[src/pkg/atrc_consts.vh]
// atrc_consts.vh: register map, field layout and reset values of the
// repetition counter and channel data block.
// assumes: included by bare name by every design file of the block.
`ifndef ATRC_CONSTS_VH
`define ATRC_CONSTS_VH

// register byte offsets, one aligned 32-bit word each
`define ATRC_OFS_RPT        8'h00
`define ATRC_OFS_CH1        8'h04
`define ATRC_OFS_CH2        8'h08
`define ATRC_OFS_CH3        8'h0c
`define ATRC_OFS_CH4        8'h10
`define ATRC_OFS_MODE       8'h14
`define ATRC_OFS_BUFEN      8'h18
`define ATRC_OFS_OUTCFG     8'h1c
`define ATRC_OFS_IRQ_STAT   8'h20
`define ATRC_OFS_IRQ_MASK   8'h24
`define ATRC_OFS_RCNT       8'h28
`define ATRC_ADDR_W         8

// repetition field
`define ATRC_RPT_W          8
`define ATRC_RPT_RST        8'h00

// channel data
`define ATRC_DATA_W         16
`define ATRC_DATA_RST       16'h0000

// output behaviour codes, two bits per channel
`define ATRC_OC_FROZEN      2'h0
`define ATRC_OC_MATCH_HI    2'h1
`define ATRC_OC_MATCH_LO    2'h2
`define ATRC_OC_TOGGLE      2'h3

// interrupt status layout: bit 0 overflow, bits 4..1 channel events
`define ATRC_IRQ_OVF        0
`define ATRC_IRQ_CH0        1
`define ATRC_IRQ_W          5

// axi responses
`define ATRC_RESP_OKAY      2'h0
`define ATRC_RESP_SLVERR    2'h2

`endif

[src/hdl/atrc_channel.v]
// atrc_channel.v: one capture/compare channel with its data register,
// optional compare shadow and output shaping.
// assumes: counter value comes from the timer core and the overflow
// pulse from the repetition counter in atrc_top, all on ref_clk.
`timescale 1ns/10ps
`default_nettype none
`include "atrc_consts.vh"

module atrc_channel #(
    parameter DW = 16
) (
    // clock and reset
    input  wire          ref_clk,
    input  wire          arst_n,
    // timer core and repetition counter
    input  wire [DW-1:0] counter_value,
    input  wire          ovf_evt,
    // configuration
    input  wire          input_mode,
    input  wire          buf_en,
    input  wire [1:0]    out_cfg,
    // software write
    input  wire          wr_stb,
    input  wire [DW-1:0] wr_data,
    // pin side
    input  wire          chan_input_event,
    // results
    output reg  [DW-1:0] data_q,
    output reg           out_q,
    output reg           evt_q
);

    reg [DW-1:0] shadow_q;
    reg          shadow_pend_q;
    wire         match = (counter_value == data_q);

    always @(posedge ref_clk or negedge arst_n) begin
        if (!arst_n) begin
            data_q        <= `ATRC_DATA_RST;
            shadow_q      <= `ATRC_DATA_RST;
            shadow_pend_q <= 1'b0;
            out_q         <= 1'b0;
            evt_q         <= 1'b0;
        end else begin
            evt_q <= 1'b0;
            if (input_mode) begin
                shadow_pend_q <= 1'b0;
                // a capture beats a software write in the same cycle
                if (chan_input_event) begin
                    data_q <= counter_value;
                    evt_q  <= 1'b1;
                end else if (wr_stb) begin
                    data_q <= wr_data;
                end
            end else begin
                if (wr_stb && !buf_en) begin
                    data_q        <= wr_data;
                    shadow_pend_q <= 1'b0;
                end else if (wr_stb) begin
                    shadow_q      <= wr_data;
                    shadow_pend_q <= 1'b1;
                end else if (ovf_evt && shadow_pend_q) begin
                    data_q        <= shadow_q;
                    shadow_pend_q <= 1'b0;
                end
                if (match) begin
                    evt_q <= 1'b1;
                    case (out_cfg)
                        `ATRC_OC_MATCH_HI: out_q <= 1'b1;
                        `ATRC_OC_MATCH_LO: out_q <= 1'b0;
                        `ATRC_OC_TOGGLE:   out_q <= ~out_q;
                        default:           out_q <= out_q;
                    endcase
                end
            end
        end
    end

endmodule // atrc_channel

`default_nettype wire

[src/hdl/atrc_top.v]
// atrc_top.v: repetition counter and four channel data registers of an
// advanced 16-bit timer, reached over axi4-lite.
// assumes: counter value and period wrap pulse come from the timer core
// on ref_clk; channel input events are one-cycle synchronous pulses.
// unmapped words answer slverr and leave every register as it was.
//
// Chosen here: the placing of the registers and the AXI4-Lite interface to the registers.
`timescale 1ns/10ps
`default_nettype none
`include "atrc_consts.vh"

module atrc_top #(
    parameter DW   = 16,
    parameter NCH  = 4
) (
    // clock and reset
    input  wire                    ref_clk,
    input  wire                    arst_n,
    // axi4-lite write address
    input  wire [`ATRC_ADDR_W-1:0] s_axi_awaddr,
    input  wire                    s_axi_awvalid,
    output reg                     s_axi_awready,
    // axi4-lite write data
    input  wire [31:0]             s_axi_wdata,
    input  wire [3:0]              s_axi_wstrb,
    input  wire                    s_axi_wvalid,
    output reg                     s_axi_wready,
    // axi4-lite write response
    output reg  [1:0]              s_axi_bresp,
    output reg                     s_axi_bvalid,
    input  wire                    s_axi_bready,
    // axi4-lite read address
    input  wire [`ATRC_ADDR_W-1:0] s_axi_araddr,
    input  wire                    s_axi_arvalid,
    output reg                     s_axi_arready,
    // axi4-lite read data
    output reg  [31:0]             s_axi_rdata,
    output reg  [1:0]              s_axi_rresp,
    output reg                     s_axi_rvalid,
    input  wire                    s_axi_rready,
    // timer core
    input  wire [DW-1:0]           counter_value,
    input  wire                    period_wrap,
    output reg                     ovf_evt_q,
    // channel pins
    input  wire [NCH-1:0]          chan_input_event,
    output reg  [NCH-1:0]          chan_output,
    // interrupt
    output reg                     irq_q
);

    // ----------------------------------------------------------------
    // registers
    // ----------------------------------------------------------------
    reg  [`ATRC_RPT_W-1:0] repeat_count_value_q;
    // running repetition down-counter, also readable for debug
    reg  [`ATRC_RPT_W-1:0] rep_cnt_q;
    reg  [NCH-1:0]         mode_in_q;
    reg  [NCH-1:0]         buf_en_q;
    reg  [2*NCH-1:0]       out_cfg_q;
    reg  [`ATRC_IRQ_W-1:0] irq_stat_q;
    reg  [`ATRC_IRQ_W-1:0] irq_mask_q;

    // write address and data held until both are present
    reg  [`ATRC_ADDR_W-1:0] aw_addr_q;
    reg                     aw_have_q;
    reg  [31:0]             w_data_q;
    reg  [3:0]              w_strb_q;
    reg                     w_have_q;

    wire [NCH-1:0]    ch_wr;
    wire [DW*NCH-1:0] ch_data;
    wire [NCH-1:0]    ch_out;
    wire [NCH-1:0]    ch_evt;

    wire do_write = aw_have_q && w_have_q && !s_axi_bvalid;
    wire wr_lo    = w_strb_q[0];
    wire wr_hi    = w_strb_q[1];

    // ----------------------------------------------------------------
    // repetition counter
    // ----------------------------------------------------------------
    // the down-counter reloads at each overflow, so a new repetition
    // value takes effect only after the current run ends
    // it resets to zero, so the first wrap after reset already raises
    // an overflow event
    always @(posedge ref_clk or negedge arst_n) begin
        if (!arst_n) begin
            rep_cnt_q <= `ATRC_RPT_RST;
            ovf_evt_q <= 1'b0;
        end else begin
            ovf_evt_q <= 1'b0;
            if (period_wrap) begin
                if (rep_cnt_q == `ATRC_RPT_RST) begin
                    ovf_evt_q <= 1'b1;
                    rep_cnt_q <= repeat_count_value_q;
                end else begin
                    rep_cnt_q <= rep_cnt_q - 1'b1;
                end
            end
        end
    end

    // ----------------------------------------------------------------
    // channels
    // ----------------------------------------------------------------
    // capture, compare and shadow live in each channel; the top decodes
    genvar gi;
    generate
        for (gi = 0; gi < NCH; gi = gi + 1) begin : g_ch
            // each channel decodes its own word from the base and the
            // stride; a data write needs both low byte lanes, since a
            // half-written compare value could raise a spurious match
            localparam [31:0] CH_OFS =
                `ATRC_OFS_CH1 + gi * (`ATRC_OFS_CH2 - `ATRC_OFS_CH1);
            wire [`ATRC_ADDR_W-1:0] ch_addr = CH_OFS[`ATRC_ADDR_W-1:0];
            assign ch_wr[gi] = do_write && wr_lo && wr_hi &&
                (aw_addr_q == ch_addr);
            atrc_channel #(.DW(DW)) u_ch (
                .ref_clk          (ref_clk),
                .arst_n           (arst_n),
                .counter_value    (counter_value),
                .ovf_evt          (ovf_evt_q),
                .input_mode       (mode_in_q[gi]),
                .buf_en           (buf_en_q[gi]),
                .out_cfg          (out_cfg_q[2*gi+1:2*gi]),
                .wr_stb           (ch_wr[gi]),
                .wr_data          (w_data_q[DW-1:0]),
                .chan_input_event (chan_input_event[gi]),
                .data_q           (ch_data[DW*gi+DW-1:DW*gi]),
                .out_q            (ch_out[gi]),
                .evt_q            (ch_evt[gi])
            );
        end
    endgenerate

    // outputs are held low in input mode; this extra stage keeps every
    // top output on a flip-flop, so a pin changes two edges after the
    // match that caused it
    always @(posedge ref_clk or negedge arst_n) begin
        if (!arst_n) begin
            chan_output <= {NCH{1'b0}};
        end else begin
            chan_output <= ch_out & ~mode_in_q;
        end
    end

    // ----------------------------------------------------------------
    // axi4-lite write path
    // ----------------------------------------------------------------
    always @(posedge ref_clk or negedge arst_n) begin
        if (!arst_n) begin
            s_axi_awready <= 1'b0;
            s_axi_wready  <= 1'b0;
            s_axi_bvalid  <= 1'b0;
            s_axi_bresp   <= `ATRC_RESP_OKAY;
            aw_have_q     <= 1'b0;
            w_have_q      <= 1'b0;
            aw_addr_q     <= {`ATRC_ADDR_W{1'b0}};
            w_data_q      <= 32'h0000_0000;
            w_strb_q      <= 4'h0;
        end else begin
            // each ready pulses one cycle at a time and stays low while a
            // response is pending, so only one write is ever in flight;
            // address and data are parked until both have arrived
            s_axi_awready <= !aw_have_q && !s_axi_awready && !s_axi_bvalid;
            s_axi_wready  <= !w_have_q && !s_axi_wready && !s_axi_bvalid;
            if (s_axi_awvalid && s_axi_awready) begin
                aw_have_q     <= 1'b1;
                aw_addr_q     <= s_axi_awaddr;
                s_axi_awready <= 1'b0;
            end
            if (s_axi_wvalid && s_axi_wready) begin
                w_have_q     <= 1'b1;
                w_data_q     <= s_axi_wdata;
                w_strb_q     <= s_axi_wstrb;
                s_axi_wready <= 1'b0;
            end
            // registers change at the same edge that raises bvalid
            if (do_write) begin
                aw_have_q    <= 1'b0;
                w_have_q     <= 1'b0;
                s_axi_bvalid <= 1'b1;
                case (aw_addr_q)
                    `ATRC_OFS_RPT, `ATRC_OFS_CH1, `ATRC_OFS_CH2,
                    `ATRC_OFS_CH3, `ATRC_OFS_CH4, `ATRC_OFS_MODE,
                    `ATRC_OFS_BUFEN, `ATRC_OFS_OUTCFG,
                    `ATRC_OFS_IRQ_STAT, `ATRC_OFS_IRQ_MASK,
                    `ATRC_OFS_RCNT:
                        s_axi_bresp <= `ATRC_RESP_OKAY;
                    default:
                        s_axi_bresp <= `ATRC_RESP_SLVERR;
                endcase
            end else if (s_axi_bvalid && s_axi_bready) begin
                s_axi_bvalid <= 1'b0;
            end
        end
    end

    // control registers; reserved repetition bits are never stored
    // channel data is written inside the channels; a word that is not
    // decoded here falls through and changes nothing
    always @(posedge ref_clk or negedge arst_n) begin
        if (!arst_n) begin
            repeat_count_value_q <= `ATRC_RPT_RST;
            mode_in_q            <= {NCH{1'b0}};
            buf_en_q             <= {NCH{1'b0}};
            out_cfg_q            <= {2*NCH{1'b0}};
            irq_mask_q           <= {`ATRC_IRQ_W{1'b0}};
        end else if (do_write && wr_lo) begin
            case (aw_addr_q)
                `ATRC_OFS_RPT:
                    repeat_count_value_q <= w_data_q[`ATRC_RPT_W-1:0];
                `ATRC_OFS_MODE:     mode_in_q  <= w_data_q[NCH-1:0];
                `ATRC_OFS_BUFEN:    buf_en_q   <= w_data_q[NCH-1:0];
                `ATRC_OFS_OUTCFG:   out_cfg_q  <= w_data_q[2*NCH-1:0];
                `ATRC_OFS_IRQ_MASK:
                    irq_mask_q <= w_data_q[`ATRC_IRQ_W-1:0];
                default: ;
            endcase
        end
    end

    // ----------------------------------------------------------------
    // interrupts
    // ----------------------------------------------------------------
    // set wins over a write-one clear in the same cycle
    // irq follows the masked status one edge later, so it too comes
    // straight from a flip-flop
    wire [`ATRC_IRQ_W-1:0] irq_set = {ch_evt, ovf_evt_q};
    wire [`ATRC_IRQ_W-1:0] irq_clr =
        (do_write && wr_lo && aw_addr_q == `ATRC_OFS_IRQ_STAT) ?
        w_data_q[`ATRC_IRQ_W-1:0] : {`ATRC_IRQ_W{1'b0}};

    always @(posedge ref_clk or negedge arst_n) begin
        if (!arst_n) begin
            irq_stat_q <= {`ATRC_IRQ_W{1'b0}};
            irq_q      <= 1'b0;
        end else begin
            irq_stat_q <= (irq_stat_q & ~irq_clr) | irq_set;
            irq_q      <= |(irq_stat_q & irq_mask_q);
        end
    end

    // ----------------------------------------------------------------
    // axi4-lite read path
    // ----------------------------------------------------------------
    // the mux looks at araddr directly and is sampled at the edge that
    // takes the address, so rdata and rresp stand with rvalid and do
    // not follow later register changes
    reg [31:0] rd_mux;
    reg        rd_err;
    always @* begin
        rd_mux = 32'h0000_0000;
        rd_err = 1'b0;
        case (s_axi_araddr)
            `ATRC_OFS_RPT:  rd_mux[`ATRC_RPT_W-1:0] = repeat_count_value_q;
            `ATRC_OFS_CH1:  rd_mux[DW-1:0] = ch_data[DW-1:0];
            `ATRC_OFS_CH2:  rd_mux[DW-1:0] = ch_data[2*DW-1:DW];
            `ATRC_OFS_CH3:  rd_mux[DW-1:0] = ch_data[3*DW-1:2*DW];
            `ATRC_OFS_CH4:  rd_mux[DW-1:0] = ch_data[4*DW-1:3*DW];
            `ATRC_OFS_MODE:     rd_mux[NCH-1:0] = mode_in_q;
            `ATRC_OFS_BUFEN:    rd_mux[NCH-1:0] = buf_en_q;
            `ATRC_OFS_OUTCFG:   rd_mux[2*NCH-1:0] = out_cfg_q;
            `ATRC_OFS_IRQ_STAT: rd_mux[`ATRC_IRQ_W-1:0] = irq_stat_q;
            `ATRC_OFS_IRQ_MASK: rd_mux[`ATRC_IRQ_W-1:0] = irq_mask_q;
            `ATRC_OFS_RCNT:     rd_mux[`ATRC_RPT_W-1:0] = rep_cnt_q;
            default:            rd_err = 1'b1;
        endcase
    end

    always @(posedge ref_clk or negedge arst_n) begin
        if (!arst_n) begin
            s_axi_arready <= 1'b0;
            s_axi_rvalid  <= 1'b0;
            s_axi_rdata   <= 32'h0000_0000;
            s_axi_rresp   <= `ATRC_RESP_OKAY;
        end else begin
            // arready rises only while arvalid is up, one cycle at a time
            s_axi_arready <= !s_axi_arready && !s_axi_rvalid &&
                             s_axi_arvalid;
            if (s_axi_arvalid && s_axi_arready) begin
                s_axi_rvalid  <= 1'b1;
                s_axi_arready <= 1'b0;
                s_axi_rdata   <= rd_mux;
                s_axi_rresp   <= rd_err ? `ATRC_RESP_SLVERR :
                                          `ATRC_RESP_OKAY;
            end else if (s_axi_rvalid && s_axi_rready) begin
                s_axi_rvalid <= 1'b0;
            end
        end
    end

endmodule // atrc_top

`default_nettype wire

[config.mk]
export PLATFORM = sky130hd
export DESIGN_NAME = atrc_top
export DESIGN_NICKNAME = d
export VERILOG_FILES = /design/src/hdl/atrc_channel.v /design/src/hdl/atrc_top.v
export VERILOG_INCLUDE_DIRS = /design/src /design/src/pkg
export SDC_FILE = /design/constraint.sdc
export NUM_CORES = 1
export LEC_CHECK = 0
export BUFFER_PORTS_ARGS = -buffer_cell sky130_fd_sc_hd__buf_2
export CAP_MARGIN = 25
export CORE_MARGIN = 4
export CORE_UTILIZATION = 30
export CTS_CLUSTER_SIZE = 25
export DETAILED_ROUTE_END_ITERATION = 10
export GPL_TIMING_DRIVEN = 0
export MAX_ROUTING_LAYER = met4
export PLACE_DENSITY_LB_ADDON = 0.08
export SYNTH_ARGS = -nofsm -noshare
export SYNTH_HDL_FRONTEND = slang
export SYNTH_SLANG_ARGS = --single-unit
[constraint.sdc]
create_clock -name ref_clk -period 3.4 [get_ports ref_clk]
set_input_delay 0.51 -clock ref_clk [delete_from_list [all_inputs] [get_ports ref_clk]]
set_output_delay 0.51 -clock ref_clk [all_outputs]
set_load 0.02 [all_outputs]
Yosys cells after proc, flatten, opt, wreduce, memory -nomap -nowiden
Index checks and enable logic that the tools add are counted.

Bits in registers: 241. Bits of input ports: 80. Output and inout port bits: 47. Logic and storage cells: 261.

Add/sub/neg operators: 1. Eq/ne operators: 44. Mux-type cells: 77. Bitwise operators: 18. Reductions and logical operators: 78.

Operator list (count): 16-bit two-way mux (24); 16-bit == test (4); 8-bit by 5-bit == test with 1-bit output, second input constant (8); 8-bit by 6-bit == test with 1-bit output, second input constant (6); 4-bit one-hot mux with 11 select lines (1); 1-bit two-way mux (41); 3-bit AND reduction (12); 8-bit by 4-bit == test with 1-bit output, second input constant (4); 8-bit one-hot mux with 4 select lines (1); 1-bit logical AND (28); 8-bit zero test (3); 3-bit nonzero test (8); 11-bit OR reduction (2); 3-bit one-hot mux with 7 select lines (1); 2-bit == test, second input constant (8); 8-bit by 3-bit == test with 1-bit output, second input constant (2); 4-bit nonzero test (4); 3-bit by 2-bit != test with 1-bit output, second input constant (4); 3-bit != test, second input constant (4); 1-bit inverter (12); 1-bit one-hot mux with 3 select lines (4); 1-bit zero test (11); 5-bit AND (2); 2-bit AND reduction (5); 12 further kinds (19).

Logic depth before layout (Yosys ltp)
Depth after elaboration: 8. Depth in mapped cells: 8.

Hierarchy
Synthesis repeated with hierarchy kept, for this count alone.

Cells, all modules: 1255. Area, all modules: 13520.5 um^2.

By module, submodules not included: atrc_channel (instances 4, cells an instance 196, area an instance 2093.3 um^2, sequential area each 875.8 um^2); atrc_top (instances 1, cells an instance 471, area an instance 5147.4 um^2, sequential area each 2477.4 um^2).

Worst setup path after synthesis
OpenSTA, ideal clock, no wires.

Path kind: reg-to-reg. From: register aw_addr_q[1]. To: register g_ch[3].u_ch.shadow_q[10]. Setup time: 0.125 ns. Arrival time: 2.460 ns. Data required time: 3.275 ns. Setup slack: 0.815 ns. Stages on the path, launching flop included: 7. Path buffers: 2. Period minus slack after synthesis: 2.585 ns. Cell sequence: dfrtp_1 -> or4_4 -> or4_4 -> buf_6 -> nor3b_4 -> buf_8 -> mux2_4.

Cells in the longest elaborated chain, start to end: 5.

Ends and longest elaborated chain: from (decl) (line atrc_top.v:65) `` reg [`ATRC_ADDR_W-1:0] aw_addr_q; ``; from (signal assigned) (line atrc_top.v:159) `` aw_addr_q <= {`ATRC_ADDR_W{1'b0}}; ``; from (signal assigned) (line atrc_top.v:170) `aw_addr_q <= s_axi_awaddr;`; 8-bit by 5-bit == test with 1-bit output (*) (line atrc_top.v:118) `(aw_addr_q == ch_addr);`; 1-bit logical AND (*) (line atrc_top.v:117) `assign ch_wr[gi] = do_write && wr_lo && wr_hi &&`; 1-bit logical AND (line atrc_channel.v:56) `if (wr_stb && !buf_en) begin`; 1-bit inverter (no source line); 3-bit AND reduction (no source line) (*); to (signal assigned) (line atrc_channel.v:40) `` shadow_q <= `ATRC_DATA_RST; ``; to (signal assigned) (line atrc_channel.v:60) `shadow_q <= wr_data;`; to (decl) (line atrc_channel.v:33) `reg [DW-1:0] shadow_q;`.

Every way passes the cells marked *; elsewhere a longest branch is shown, timed or not. A chain may end at the register's enable or synchronous reset.

Worst setup path after layout
From: register aw_addr_q[5]. To: register g_ch[2].u_ch.data_q[8].

Cells in the longest elaborated chain, start to end: 5. Elaborated cells on any way between the ends: 9. Those cells by class: eq/ne: 3; mux: 2; reduce/logical: 4.

Ends and longest elaborated chain: 8-bit by 4-bit == test with 1-bit output (*) (line atrc_top.v:118); 1-bit logical AND (*) (line atrc_top.v:117); 1-bit logical AND (line atrc_channel.v:56); 3-bit != test (no source line) (tied with other cells); 3-bit AND reduction (no source line) / 16-bit two-way mux (equally long branches); to (signal assigned) (line atrc_channel.v:53) `data_q <= wr_data;`; to (signal assigned) (line atrc_channel.v:57) `data_q <= wr_data;`; to (signal assigned) (line atrc_channel.v:63) `data_q <= shadow_q;`; to (decl) (line atrc_channel.v:28) `output reg [DW-1:0] data_q,`.

Marks and branches as above.

==> metrics.md <==
| Metric | Value |
|---|---|
| Crit start category | flop |
| CTS root buffer | clkbuf_16 |
| Nets@finish | 1441 |
| Area growth from synthesis to layout | 16.9% |
| Max cap viols | 0 |
| Worst R2R End | g_ch[2].u_ch.data_q[8]$_DFFE_PN0P_ |
| Count of cell types in the netlist | 76 |
| Fraction of layout cells with a size suffix above 1 | 25.1% |
| Setup CP Type | flop to flop |
| DR pass1 iterations | 7 |
| H-tree lvl count | 1 |
| Detail Placement HPWL | 35800 um |
| Worst Hold Class | input pin to flop |
| Post-synthesis register bit count | 239 |
| Clk_lat worst skew | 0.56 ns |
| Global-route wire length before repair | 69400 um |
| Fin crit share | 93.3% |
| Finished layout cell area | 15300 um^2 |
| I/O Pins | 127 |
| Static Leak | 6.53 nW |
| Critical Path End Type | flop |
| Synthesized cell area | 13100 um^2 |
| DRT Wirelength | 46700 um |
| Crit path time final | 3.17 ns |
| Routed len/inst | 23.8 um |
| Reg2reg start | aw_addr_q[5]$_DFFE_PN0P_ |
| Seq/Total Area, Yosys | 45.7% |
| Via count | 10200 |
| Comb power frac | 23.0% |
| Pre-CTS WS | 0.128 ns |
| Post-synth EDFFs | 0 |
| Total gr overflow | 0 |
| Flop pwr share | 41.7% |
| HP Start | s_axi_bready |
| Vias in the first global route | 10400 |
| Clock Sinks | 239 |
| Final-report hold violation count | 0 |
| Max Fclk | 0.315 GHz |
| CTS tree | done |
| Largest net degree at the start of global routing | 99 |
| Dpl cell area | 14300 um^2 |
| Worst Path Max Fanout | 10 |
| Clk slew on worst S/H paths | 0.06 ns |
| FF-to-FF path depth | 7 |
| Die X-Extent | 217 um |
| RSZ-0062 raised after global routing | no |
| Least-Margin Pin Slew | 1.02 ns |
| Final ANT Viol Nets | 0 |
| Avg Cell Area, Syn | 10.6 um^2 |
| Most frequent cells in the layout | 239 x dfrtp_1, 161 x mux2_2, 106 x nor3_1 |
| # port buffers | 69 |
| Vias per cell | 5.20 |
| Critical Path AT | 3.62 ns |
| Hold WS | 0.120 ns |
| Number of buffers created by CTS | 29 |
| Predominant post-synthesis flop cell | dfrtp_1 |
| Iteration-0 DRC Markers | 621 |
| Status | complete, no violations |
| WHS Path Cells | 2 |
| Sw frac | 34.4% |
| Die Y | 217 um |
| Core area | 43100 um^2 |
| Final RePlAce weighted congestion | 0.861 |
| Worst Path Required | 3.84 ns |
| GRT Total Usage | 20.1% |
| Worst rel slew slack | 31.6% |
| Deepest clock path buffer count | 3 |
| Internal Pwr Total | 5.87 mW |
| Synth Instances | 1234 |
| Post-route DRC | 0 |
| Area of the die | 47000 um^2 |
| Reg2Reg Setup Slack | 0.23 ns |
| Yosys warning count | 0 |
| Final Max Tran Viols | 0 |
| Final WS setup | 0.226 ns |
| Setup TNS | 0 ns |
| WHS Endpoint | s_axi_bvalid$_DFFE_PN0P_ |
| VDD IR-drop max | 0.306 mV |
| Starting density of the core | 30.4% |
| Setup Skew | 0.0109 ns |
| FFs w/ async S/R, synth | 100% |
| Clk pwr share | 35.4% |
| Psw | 3.08 mW |
| Commonest non-fill, non-tap cell in the layout | dfrtp_1 |
| Initial antenna violation count | 0 |
| ANT cells | 0 |
| PD cells | 586 nW/um^2 |
| Count of final setup violators | 0 |
| Floorplan row count | 76 |
## Yosys cell counts (7+ instances only)
master | n | area share [%]
buf_4 | 20 | 1.1
nor2b_1 | 9 | 0.43
mux2_4 | 10 | 1.1
a311o_1 | 16 | 1.2
nand2_1 | 72 | 2.1
a21oi_1 | 21 | 0.80
xnor2_1 | 60 | 4.0
nor4_1 | 9 | 0.43
a21o_1 | 7 | 0.40
clkbuf_1 | 83 | 2.4
buf_2 | 12 | 0.46
and3_1 | 8 | 0.38
nor3b_1 | 19 | 1.1
nor2_1 | 53 | 1.5
a221o_1 | 7 | 0.54
nand4_1 | 17 | 0.81
nand2b_1 | 21 | 1.0
o21ai_0 | 22 | 0.84
nor3_1 | 106 | 4.1
o31ai_1 | 16 | 0.92
dfrtp_1 | 239 | 46
inv_1 | 14 | 0.40
a22o_1 | 19 | 1.3
mux2i_1 | 32 | 2.4
o22ai_1 | 49 | 2.3
nand3b_1 | 8 | 0.46
nand3_1 | 19 | 0.73
a22oi_1 | 15 | 0.86
mux2_2 | 161 | 14
## layout make-up
type	count	area (um^2)
clock inverter	6	82.6
timing repair buffer	77	453
multi-input combinational	875	6540
sequential	239	5980
fill	4387	27800
buffer	123	571
inverter	14	52.6
clock buffer	44	882
tap	585	732
## through the flow
stage                     instances  util [%]  power [mW]
after floorplan                1251         -        4.85
after global placement         1905      33.0        5.83
after detailed placement       1911      33.2        5.85
after CTS                      1962      35.5        9.07
after global routing           1963      35.5        9.41
final                          1963      35.5        8.95
## kinds of logic after synthesis
family | synth area share (%)
other | 0.0287
AO/OA/AOI/OAI | 11.9
flip-flops | 45.7
AND/OR/NAND/NOR | 15.5
multiplexers | 17.5
XOR/XNOR | 4.42
adder cells (fa/ha/maj) | 0.191
buffers and inverters | 4.77
## worst max-delay path, cell delays in order (launching register included)
cell      delay (ns)
dfrtp_1         0.42
nor4_1          0.76
and4_1          0.32
clkbuf_1        0.31
a311oi_1        0.12
a21oi_2         0.39
buf_2           0.36
mux2_2          0.37
## timing repair
item                                    CTS  global route
buffers inserted                          0             0
hold buffers                              1             0
gates resized for setup                   0             0
endpoints found under the setup margin    0             0
endpoints found under the hold margin    62             0
## power by group through the flow
stage               logic (mW)  registers [mW]  clock network, mW
floorplan                 1.29            3.56                  0
global placement          2.05            3.78                  0
detailed placement        2.07            3.78                  0
CTS                       2.08            3.73               3.27
global route              2.25            3.79               3.38
finish                    2.06            3.73               3.17
## worst max path at each step
stage,slack (ns),startpoint,endpoint,cells past startpoint
2_1_floorplan,0.82,aw_addr_q[1]$_DFFE_PN0P_,g_ch[3].u_ch.shadow_q[10]$_DFFE_PN0P_,6
3_3_place_gp,-3.00,arst_n,g_ch[2].u_ch.shadow_q[10]$_DFFE_PN0P_,1
3_5_place_dp,0.13,s_axi_araddr[3],s_axi_rdata[15]$_DFFE_PN0P_,7
4_1_cts,0.19,aw_addr_q[5]$_DFFE_PN0P_,g_ch[2].u_ch.data_q[8]$_DFFE_PN0P_,7
5_1_grt,0.04,aw_addr_q[5]$_DFFE_PN0P_,g_ch[2].u_ch.data_q[7]$_DFFE_PN0P_,7
6_report,0.23,aw_addr_q[5]$_DFFE_PN0P_,g_ch[2].u_ch.data_q[8]$_DFFE_PN0P_,7
## registers in the layout, indices dropped and copies added, names as in the netlist, 5 cells and up
register and cells:
w_data_q 16, irq_mask_q 5, out_cfg_q 8, s_axi_rdata 16
irq_stat_q 5, rep_cnt_q 8, aw_addr_q 8, g_ch.u_ch.data_q 64
g_ch.u_ch.shadow_q 64, repeat_count_value_q 8
## layer usage
metal | part of all wire [%] | track usage (%) | vias to the layer above
met5 | 0 | - | -
met4 | 1.9 | 4.50 | 0
met3 | 4.0 | 2.30 | 47
met2 | 47 | 32.0 | 226
met1 | 47 | 27.8 | 5158
li1 | - | - | 4769
No activity file was read; power rests on OpenSTA's default activity.
